$ cat config.mk
export PLATFORM = sky130hd
export DESIGN_NAME = ssp_spi
export DESIGN_NICKNAME = d
export VERILOG_FILES = /design/src/ssp_sync.v /design/src/ssp_spi.v
export VERILOG_INCLUDE_DIRS = /design/src /design/src/src
export SDC_FILE = /design/constraint.sdc
export NUM_CORES = 1
export LEC_CHECK = 0
export ABC_AREA = 1
export BUFFER_PORTS_ARGS = -buffer_cell sky130_fd_sc_hd__buf_2
export CORE_AREA = 2 2 113 115
export CTS_BUF_LIST = sky130_fd_sc_hd__clkbuf_2
export DETAILED_ROUTE_END_ITERATION = 10
export DIE_AREA = 0 0 115 117
export PLACE_DENSITY = 0.68
export SYNTH_ARGS = -nofsm -noshare
export SYNTH_HDL_FRONTEND = slang
export SYNTH_SLANG_ARGS = --single-unit
$ cat constraint.sdc
create_clock -name aclk -period 4.25 [get_ports aclk]
set_clock_uncertainty 0.05 [all_clocks]
set_input_delay 0.425 -clock aclk [delete_from_list [all_inputs] [get_ports aclk]]
set_output_delay 0.425 -clock aclk [all_outputs]
set_load 0.03 [all_outputs]
$ cat src/ssp_map.vh
`ifndef SSP_MAP_VH
`define SSP_MAP_VH
`define SSP_ADDR_STATUS   4'h0
`define SSP_ADDR_CTRL1    4'h4
`define SSP_ADDR_CTRL2    4'h8
`define SSP_ADDR_BUFFER   4'hc
`define SSP_ADDR_FLAGS    5'h10
`define SSP_RESET_BYTE    8'h00
`define SSP_BIT_SMP       7
`define SSP_BIT_CKE       6
`define SSP_BIT_HALT      4
`define SSP_BIT_BF        0
`define SSP_BIT_WRITE_COLLISION      7
`define SSP_BIT_OVF       6
`define SSP_BIT_EN        5
`define SSP_BIT_CKP       4
`define SSP_BIT_IF        0
`define SSP_MODE_DIV4     4'h0
`define SSP_MODE_DIV16    4'h1
`define SSP_MODE_DIV64    4'h2
`define SSP_MODE_TMR      4'h3
`define SSP_MODE_SLV_SS   4'h4
`define SSP_MODE_SLV      4'h5
`define SSP_HALF_DIV4     6'h01
`define SSP_HALF_DIV16    6'h07
`define SSP_HALF_DIV64    6'h1f
`define SSP_BITS          4'h8
`define SSP_RESP_OKAY     2'h0
`define SSP_RESP_SLVERR   2'h2
`endif

$ cat src/ssp_sync.v
`timescale 1ns/1ps
// Two-flop synchroniser for pins coming from the far party
module ssp_sync (
  input  wire aclk,
  input  wire aresetn,
  input  wire din,
  output reg  dout
);
  reg meta_q;
  always @(posedge aclk) begin
    if (!aresetn) begin
      meta_q <= 1'b0;
      dout   <= 1'b0;
    end else begin
      meta_q <= din;
      dout   <= meta_q;
    end
  end
endmodule

$ cat src/ssp_spi.v
`timescale 1ns/1ps
`include "ssp_map.vh"
// One instance is one port with its own registers and pins
module ssp_spi (
  input  wire        aclk,
  input  wire        aresetn,
  input  wire [4:0]  s_axi_awaddr,
  input  wire        s_axi_awvalid,
  output reg         s_axi_awready,
  input  wire [31:0] s_axi_wdata,
  input  wire [3:0]  s_axi_wstrb,
  input  wire        s_axi_wvalid,
  output reg         s_axi_wready,
  output reg  [1:0]  s_axi_bresp,
  output reg         s_axi_bvalid,
  input  wire        s_axi_bready,
  input  wire [4:0]  s_axi_araddr,
  input  wire        s_axi_arvalid,
  output reg         s_axi_arready,
  output reg  [31:0] s_axi_rdata,
  output reg  [1:0]  s_axi_rresp,
  output reg         s_axi_rvalid,
  input  wire        s_axi_rready,
  input  wire        timer_tick,
  input  wire        sclk_in,
  output reg         sclk_out,
  output reg         sclk_oe,
  input  wire        sdi_in,
  output reg         sdo_out,
  output reg         sdo_oe,
  input  wire        ss_n_in
);
  ////////////////////////////////////////////////////////////////////////
  // Registers
  reg [7:0] stat_q;
  reg [7:0] ctrl1_q;
  reg [7:0] ctrl2_q;
  reg [7:0] buf_q;
  reg [7:0] sr_q;
  reg       if_q;
  reg       busy_q;
  reg [3:0] cnt_q;
  reg [5:0] div_q;
  reg       phase_q;
  reg       sclk_q;
  reg       samp_q;
  reg       sin_q;
  reg       sck_prev_q;
  reg       tmr_prev_q;
  reg [4:0] aw_q;
  reg       aw_have_q;
  reg [31:0] wd_q;
  reg [3:0] ws_q;
  reg       w_have_q;

  wire       en     = ctrl1_q[`SSP_BIT_EN];
  wire       clock_idle_level    = ctrl1_q[`SSP_BIT_CKP];
  wire       cke    = stat_q[`SSP_BIT_CKE];
  wire       input_sample_late    = stat_q[`SSP_BIT_SMP];
  wire [3:0] mode   = ctrl1_q[3:0];
  wire       master = (mode == `SSP_MODE_DIV4) || (mode == `SSP_MODE_DIV16) ||
                      (mode == `SSP_MODE_DIV64) || (mode == `SSP_MODE_TMR);
  wire       slave  = (mode == `SSP_MODE_SLV_SS) || (mode == `SSP_MODE_SLV);

  function [5:0] half_period;
    input [3:0] m;
    begin
      case (m)
        `SSP_MODE_DIV16: half_period = `SSP_HALF_DIV16;
        `SSP_MODE_DIV64: half_period = `SSP_HALF_DIV64;
        default:         half_period = `SSP_HALF_DIV4;
      endcase
    end
  endfunction

  ////////////////////////////////////////////////////////////////////////
  // Pin synchronisers
  wire sck_s;
  wire sdi_s;
  wire ss_n_s;
  ssp_sync u_sck (.aclk(aclk), .aresetn(aresetn), .din(sclk_in), .dout(sck_s));
  ssp_sync u_sdi (.aclk(aclk), .aresetn(aresetn), .din(sdi_in),  .dout(sdi_s));
  ssp_sync u_ss  (.aclk(aclk), .aresetn(aresetn), .din(ss_n_in), .dout(ss_n_s));

  // Slave select gates transfers only in the select-pin mode
  wire ss_ok     = (mode != `SSP_MODE_SLV_SS) || !ss_n_s;
  wire sck_edge  = slave && en && ss_ok && (sck_s != sck_prev_q);
  wire sck_act   = (sck_s != clock_idle_level);
  // Leading edge idle->active, trailing active->idle
  wire s_lead    = sck_edge && sck_act;
  wire s_trail   = sck_edge && !sck_act;
  wire s_shift   = cke ? s_trail : s_lead;
  wire s_sample  = cke ? s_lead  : s_trail;

  wire tmr_rise  = timer_tick && !tmr_prev_q;
  wire m_tick    = (mode == `SSP_MODE_TMR) ? tmr_rise : (div_q == 6'h00);

  ////////////////////////////////////////////////////////////////////////
  // AXI4-Lite front end
  wire       wr_go  = aw_have_q && w_have_q && !s_axi_bvalid;
  wire       rd_go  = s_axi_arvalid && s_axi_arready;
  wire [4:0] raddr  = s_axi_araddr;
  wire       wr_buf = wr_go && (aw_q == {1'b0, `SSP_ADDR_BUFFER}) && ws_q[0];
  wire       rd_buf = rd_go && (raddr == {1'b0, `SSP_ADDR_BUFFER});
  wire       wr_ok  = (aw_q == {1'b0, `SSP_ADDR_STATUS}) || (aw_q == {1'b0, `SSP_ADDR_CTRL1}) ||
                      (aw_q == {1'b0, `SSP_ADDR_CTRL2}) || (aw_q == {1'b0, `SSP_ADDR_BUFFER}) ||
                      (aw_q == `SSP_ADDR_FLAGS);

  always @(posedge aclk) begin
    if (!aresetn) begin
      s_axi_awready <= 1'b0;
      s_axi_wready  <= 1'b0;
      s_axi_bvalid  <= 1'b0;
      s_axi_bresp   <= `SSP_RESP_OKAY;
      s_axi_arready <= 1'b0;
      s_axi_rvalid  <= 1'b0;
      s_axi_rdata   <= 32'h0000_0000;
      s_axi_rresp   <= `SSP_RESP_OKAY;
      aw_q          <= 5'h00;
      aw_have_q     <= 1'b0;
      wd_q          <= 32'h0000_0000;
      ws_q          <= 4'h0;
      w_have_q      <= 1'b0;
    end else begin
      s_axi_awready <= !aw_have_q && !s_axi_awready && s_axi_awvalid;
      s_axi_wready  <= !w_have_q && !s_axi_wready && s_axi_wvalid;
      if (s_axi_awvalid && s_axi_awready) begin
        aw_q      <= s_axi_awaddr;
        aw_have_q <= 1'b1;
      end
      if (s_axi_wvalid && s_axi_wready) begin
        wd_q     <= s_axi_wdata;
        ws_q     <= s_axi_wstrb;
        w_have_q <= 1'b1;
      end
      if (wr_go) begin
        aw_have_q    <= 1'b0;
        w_have_q     <= 1'b0;
        s_axi_bvalid <= 1'b1;
        s_axi_bresp  <= wr_ok ? `SSP_RESP_OKAY : `SSP_RESP_SLVERR;
      end else if (s_axi_bvalid && s_axi_bready) begin
        s_axi_bvalid <= 1'b0;
      end
      s_axi_arready <= !s_axi_arready && !s_axi_rvalid && s_axi_arvalid;
      if (rd_go) begin
        s_axi_rvalid <= 1'b1;
        s_axi_rresp  <= `SSP_RESP_OKAY;
        case (raddr)
          {1'b0, `SSP_ADDR_STATUS}: s_axi_rdata <= {24'h000000, stat_q};
          {1'b0, `SSP_ADDR_CTRL1}:  s_axi_rdata <= {24'h000000, ctrl1_q};
          {1'b0, `SSP_ADDR_CTRL2}:  s_axi_rdata <= {24'h000000, ctrl2_q};
          {1'b0, `SSP_ADDR_BUFFER}: s_axi_rdata <= {24'h000000, buf_q};
          `SSP_ADDR_FLAGS:          s_axi_rdata <= {31'h00000000, if_q};
          default: begin
            s_axi_rdata <= 32'h0000_0000;
            s_axi_rresp <= `SSP_RESP_SLVERR;
          end
        endcase
      end else if (s_axi_rvalid && s_axi_rready) begin
        s_axi_rvalid <= 1'b0;
      end
    end
  end

  ////////////////////////////////////////////////////////////////////////
  // Register file and shift engine
  wire       done_m  = master && busy_q && m_tick && phase_q && (cnt_q == `SSP_BITS - 4'h1);
  wire       done_s  = s_sample && (cnt_q == `SSP_BITS - 4'h1);
  wire       done    = done_m || done_s;
  // Master reads the data pin directly: the two-flop delay would exceed a half period
  wire       m_last  = cke ? (input_sample_late ? sdi_in : samp_q) : sdi_in;
  wire [7:0] rx_byte = {sr_q[6:0], done_m ? m_last : sdi_s};
  wire [7:0] wsb     = wd_q[7:0];

  always @(posedge aclk) begin
    if (!aresetn) begin
      stat_q     <= `SSP_RESET_BYTE;
      ctrl1_q    <= `SSP_RESET_BYTE;
      ctrl2_q    <= `SSP_RESET_BYTE;
      buf_q      <= `SSP_RESET_BYTE;
      sr_q       <= `SSP_RESET_BYTE;
      if_q       <= 1'b0;
      busy_q     <= 1'b0;
      cnt_q      <= 4'h0;
      div_q      <= 6'h00;
      phase_q    <= 1'b0;
      sclk_q     <= 1'b0;
      samp_q     <= 1'b0;
      sin_q      <= 1'b0;
      sck_prev_q <= 1'b0;
      tmr_prev_q <= 1'b0;
      sclk_out   <= 1'b0;
      sclk_oe    <= 1'b0;
      sdo_out    <= 1'b0;
      sdo_oe     <= 1'b0;
    end else begin
      sck_prev_q <= sck_s;
      tmr_prev_q <= timer_tick;
      // Register writes; status low six bits stay hardware-owned
      if (wr_go && ws_q[0]) begin
        if (aw_q == {1'b0, `SSP_ADDR_STATUS})
          stat_q[7:6] <= wsb[7:6];
        if (aw_q == {1'b0, `SSP_ADDR_CTRL1})
          ctrl1_q <= wsb;
        if (aw_q == {1'b0, `SSP_ADDR_CTRL2})
          ctrl2_q <= wsb;
        if (aw_q == `SSP_ADDR_FLAGS && wsb[`SSP_BIT_IF])
          if_q <= 1'b0;
      end
      if (!en)
        stat_q[`SSP_BIT_HALT] <= 1'b0;
      // Disable stops shifting but keeps buffered data
      if (!en) begin
        busy_q  <= 1'b0;
        cnt_q   <= 4'h0;
        phase_q <= 1'b0;
      end
      // Buffer write loads buffer and shifter, or collides
      if (wr_buf && en) begin
        if (busy_q || (slave && cnt_q != 4'h0)) begin
          ctrl1_q[`SSP_BIT_WRITE_COLLISION] <= 1'b1;
        end else begin
          buf_q   <= wsb;
          sr_q    <= wsb;
          sdo_out <= wsb[7];
          busy_q  <= master;
          cnt_q   <= 4'h0;
          phase_q <= 1'b0;
          div_q   <= half_period(mode);
        end
      end
      // Master clock generation, half period per tick
      if (master && busy_q && en) begin
        if (mode != `SSP_MODE_TMR)
          div_q <= (div_q == 6'h00) ? half_period(mode) : div_q - 6'h01;
        if (m_tick) begin
          phase_q <= !phase_q;
          sclk_q  <= !sclk_q;
          if (!phase_q) begin
            // Leading edge; the pin still shows the previous bit here
            if (!cke && cnt_q != 4'h0)
              {sdo_out, sr_q} <= {sr_q[6], sr_q[6:0], input_sample_late ? sdi_in : sin_q};
            samp_q <= sdi_in;
          end else begin
            sin_q <= sdi_in;
            if (cnt_q == `SSP_BITS - 4'h1) begin
              busy_q <= 1'b0;
              cnt_q  <= 4'h0;
            end else begin
              cnt_q <= cnt_q + 4'h1;
              if (cke)
                {sdo_out, sr_q} <= {sr_q[6], sr_q[6:0], input_sample_late ? sdi_in : samp_q};
            end
          end
        end
      end else begin
        sclk_q <= clock_idle_level;
      end
      // Slave shifting on the external clock
      if (s_sample) begin
        sr_q <= {sr_q[6:0], sdi_s};
        cnt_q <= (cnt_q == `SSP_BITS - 4'h1) ? 4'h0 : cnt_q + 4'h1;
      end
      if (s_shift && cnt_q != 4'h0)
        sdo_out <= sr_q[7];
      // Completed byte moves to the buffer
      if (done) begin
        buf_q <= rx_byte;
        if (slave && stat_q[`SSP_BIT_BF])
          ctrl1_q[`SSP_BIT_OVF] <= 1'b1;
        else
          stat_q[`SSP_BIT_BF] <= 1'b1;
        if_q <= 1'b1;
      end else if (rd_buf) begin
        stat_q[`SSP_BIT_BF] <= 1'b0;
      end
      // Pin drive, two pins: clock and data out; select is input only
      sclk_out <= master ? (busy_q ? sclk_q : clock_idle_level) : 1'b0;
      sclk_oe  <= en && master;
      sdo_oe   <= en && (master || ss_ok);
    end
  end
endmodule

==> impl_results.md <==
- Number of flops mapped to enable cells by yosys: 0
- GP Congestion: 0.900
- Relative slew margins: 0.562
- Vias: 4382
- Outcome: finished clean
- Worst min path class: primary input to flip-flop
- WS Path Type: flip-flop to flip-flop
- Max IR drop VDD: 0.166 mV
- Core Area: 12300 um^2
- DPL Wire Length: 8.11 mm
- Final worst path period share: 0.524
- Fin Setup TNS: 0 ns
- Nets: 795
- # H-tree levels: 3
- Drt via density: 4.93
- Average wire per standard cell: 12.8 um
- Worst-margin pin slew: 0.655 ns
- Synth area leaders: dfxtp_1, nand2_1, a21oi_1, inv_1, o21ai_0
- Skew-Pair Late Insertion Delay: 0.61 ns
- Synth warnings: 0
- Starting Density: 0.393
- Most common cell in the netlist: nand2_1
- Final setup fails: 0
- Die Ht: 117 um
- Worst endpoint required time: 4.72 ns
- Post-route DRC: 0
- Router iterations before antenna repair: 5
- Final Cell Area: 5340 um^2
- RSZ-0062 raised after global routing: no
- Clk pin slew, worst setup/hold paths: 0.26 ns
- DP Cell Count: 860
- Synth Cell Area: 4840 um^2
- Commonest cells in the netlist: nand2_1, dfxtp_1, inv_1, a21oi_1, o21ai_0
- FFs w/ async S/R, synth: 0
- Mux cell area share after synthesis: 0
- Simple-gate area share of the yosys netlist: 0.306
- Number of CTS-inserted buffers: 9
- Global Route Usage Sum: 0.176
- Initial antenna violation count: 0
- CP Max Fanout: 16
- I/O pin total: 102
- Post-synth top area cell: dfxtp_1
- Sinks on Clock Net: 94
- Adder-Cell Fraction of Synth Area: 0.0103
- CTS tree: done
- Crit path launch type: flip-flop
- Top cell type's share of synthesized area: 0.389
- Max Slew Vio Count: 0
- Yosys reg bits: 94
- Diode count: 0
- Largest net degree at the start of global routing: 56
- XOR/XNOR Fraction of Synth Area: 0.0109
- Post-DP Area: 5070 um^2
- Clk buf depth: 2
- Main combinational cell family by area after synthesis: simple AND/OR/NAND/NOR gates
- LEAKAGE: 2.36 nW
- Max_cap viols: 0
- Root Buffer: clkbuf_2
- Grt total ovfl: 0
- Port bufs: 48
- CP bufs+invs: 0
- Family with the most delay on the worst path: simple AND/OR/NAND/NOR gates
- Final Hold Viols: 0
- Tmin final: 2.23 ns
- Fmax: 449 MHz
- Setup crit end kind: flip-flop
- First-pass GRT wire length: 18.6 mm
- Iteration-0 DRC Markers: 318
- Worst EP arrival: 2.70 ns
- Cell Pwr Density: 289 nW/um^2
- Worst path cell trace: nand2_1 > nor2_2 > nand4_1 > nand2_2 > nand2_4 > nand2_2 > nand2_1 > nand2_1 > a21oi_1
- Area grow syn2layout: 10.3%
- # rows: 41
- Die Footprint: 13500 um^2
- Drt total wl: 11.4 mm
- Most used cell, CP: nand2_1
- Share of cells above drive strength 1: 0.150
- Number of global-route vias before repair: 3829
- Worst path max stage delay: 0.75 ns
- Most used DFF post-synth: dfxtp_1
- Synth Instances: 680
- Synth Area in Compound Gates: 0.156
- Detail Route Antenna Nets: 0
- Slowest cell on crit path: dfxtp_1
- Register area share after synthesis: 0.389
- Synth unique cells: 41
- Die W: 115 um
- Layout Cells excl Fill: 889
- Mean Syn Cell Area: 7.12 um^2
cell type report:
type | instances | area [um^2]
fillers | 1313 | 6980
multi-input cells | 484 | 2440
flip-flops and latches | 94 | 1880
repair buffers | 63 | 385
inverters | 82 | 308
well taps | 150 | 188
clock inverters | 6 | 86.3
clock buffers | 10 | 50.0
logic make-up after synthesis:
group,after synthesis
and+or+nand+nor,311
AOI/OAI and AO/OA,137
buffers and inverters,127
DFF,94
xor gates and xnor gates,6
adders and majority gates,4
other,1
cell usage in the layout (no fill, tap or decap), drive strengths merged, types with 2 or more instances in the layout:
cell and n:
o21ai 49, nor3 10, o211ai 4, nand4 20, a21oi 66, ha 4
inv 82, a31oi 3, dfxtp 94, nand2 191, buf 50, clkinv 3
clkbuf 10, dlygate4sd3 13, conb 26, xor2 5, nand3 43, bufinv 2
nor2 46, a211oi 8
tightest hold or removal path: stages:
cell,delay [ns]
buf_2,0.07
o21ai_0,0.07
a21oi_1,0.10
what timing repair did:
item,CTS,global route
hold endpoints to repair,9,4
buffers inserted,0,0
resized for setup,0,0
hold buffers,9,4
final timing paths:
path / start / endpoint / slack (ns) / depth (start not counted)
max: ctrl1_q[5]$_SDFFE_PN0P_ / buf_q[1]$_SDFFE_PN0P_ / 2.02 / 9
min: s_axi_wdata[5] / wd_q[5]$_SDFFE_PN0P_ / 0.04 / 3
max reg2reg: ctrl1_q[5]$_SDFFE_PN0P_ / buf_q[1]$_SDFFE_PN0P_ / 2.02 / 9
min reg2reg: u_sdi.meta_q$_SDFF_PN0_ / u_sdi.dout$_SDFF_PN0_ / 0.38 / 2
flip-flops by register name (all words and copies together) (netlist names), 3 cells and up:
| signal | cells |
|---|---|
| buf_q | 8 |
| ctrl1_q | 8 |
| ctrl2_q | 8 |
| s_axi_rdata | 8 |
| sr_q | 8 |
| wd_q | 8 |
| div_q | 6 |
| aw_q | 5 |
| cnt_q | 4 |
| stat_q | 3 |
through the flow:
| stage | total power (W) | hold WS (ns) | util | setup WS (ns) |
|---|---|---|---|---|
| global placement | 0.00104 | 0.345 | 0.412 | 2.09 |
| detailed placement | 0.00104 | 0.347 | 0.412 | 2.10 |
| floorplan | 0.00102 | 0.340 | - | 2.56 |
| CTS | 0.00155 | 0.00555 | 0.430 | 2.08 |
| global route | 0.00161 | 0.0122 | 0.433 | 1.87 |
| finish | 0.00154 | 0.0436 | 0.433 | 2.02 |
layer usage:
layer / vias up / part of all wire / GRT usage
met3: 10 / 0.056 / 0.0546
met1: 1984 / 0.50 / 0.233
met4: 0 / 0.013 / 0.0426
met5: - / 0 / 0
li1: 2280 / - / -
met2: 108 / 0.44 / 0.282
power by group:
| part | internal [W] | switching, W | leakage [nW] |
|---|---|---|---|
| combinational | 0.0000346 | 0.0000878 | 1.52 |
| clock | 0.000196 | 0.000314 | 0.0819 |
| sequential | 0.000898 | 0.0000100 | 0.761 |
| total | 0.00113 | 0.000412 | 2.36 |
No activity file was read; power rests on OpenSTA's default activity.
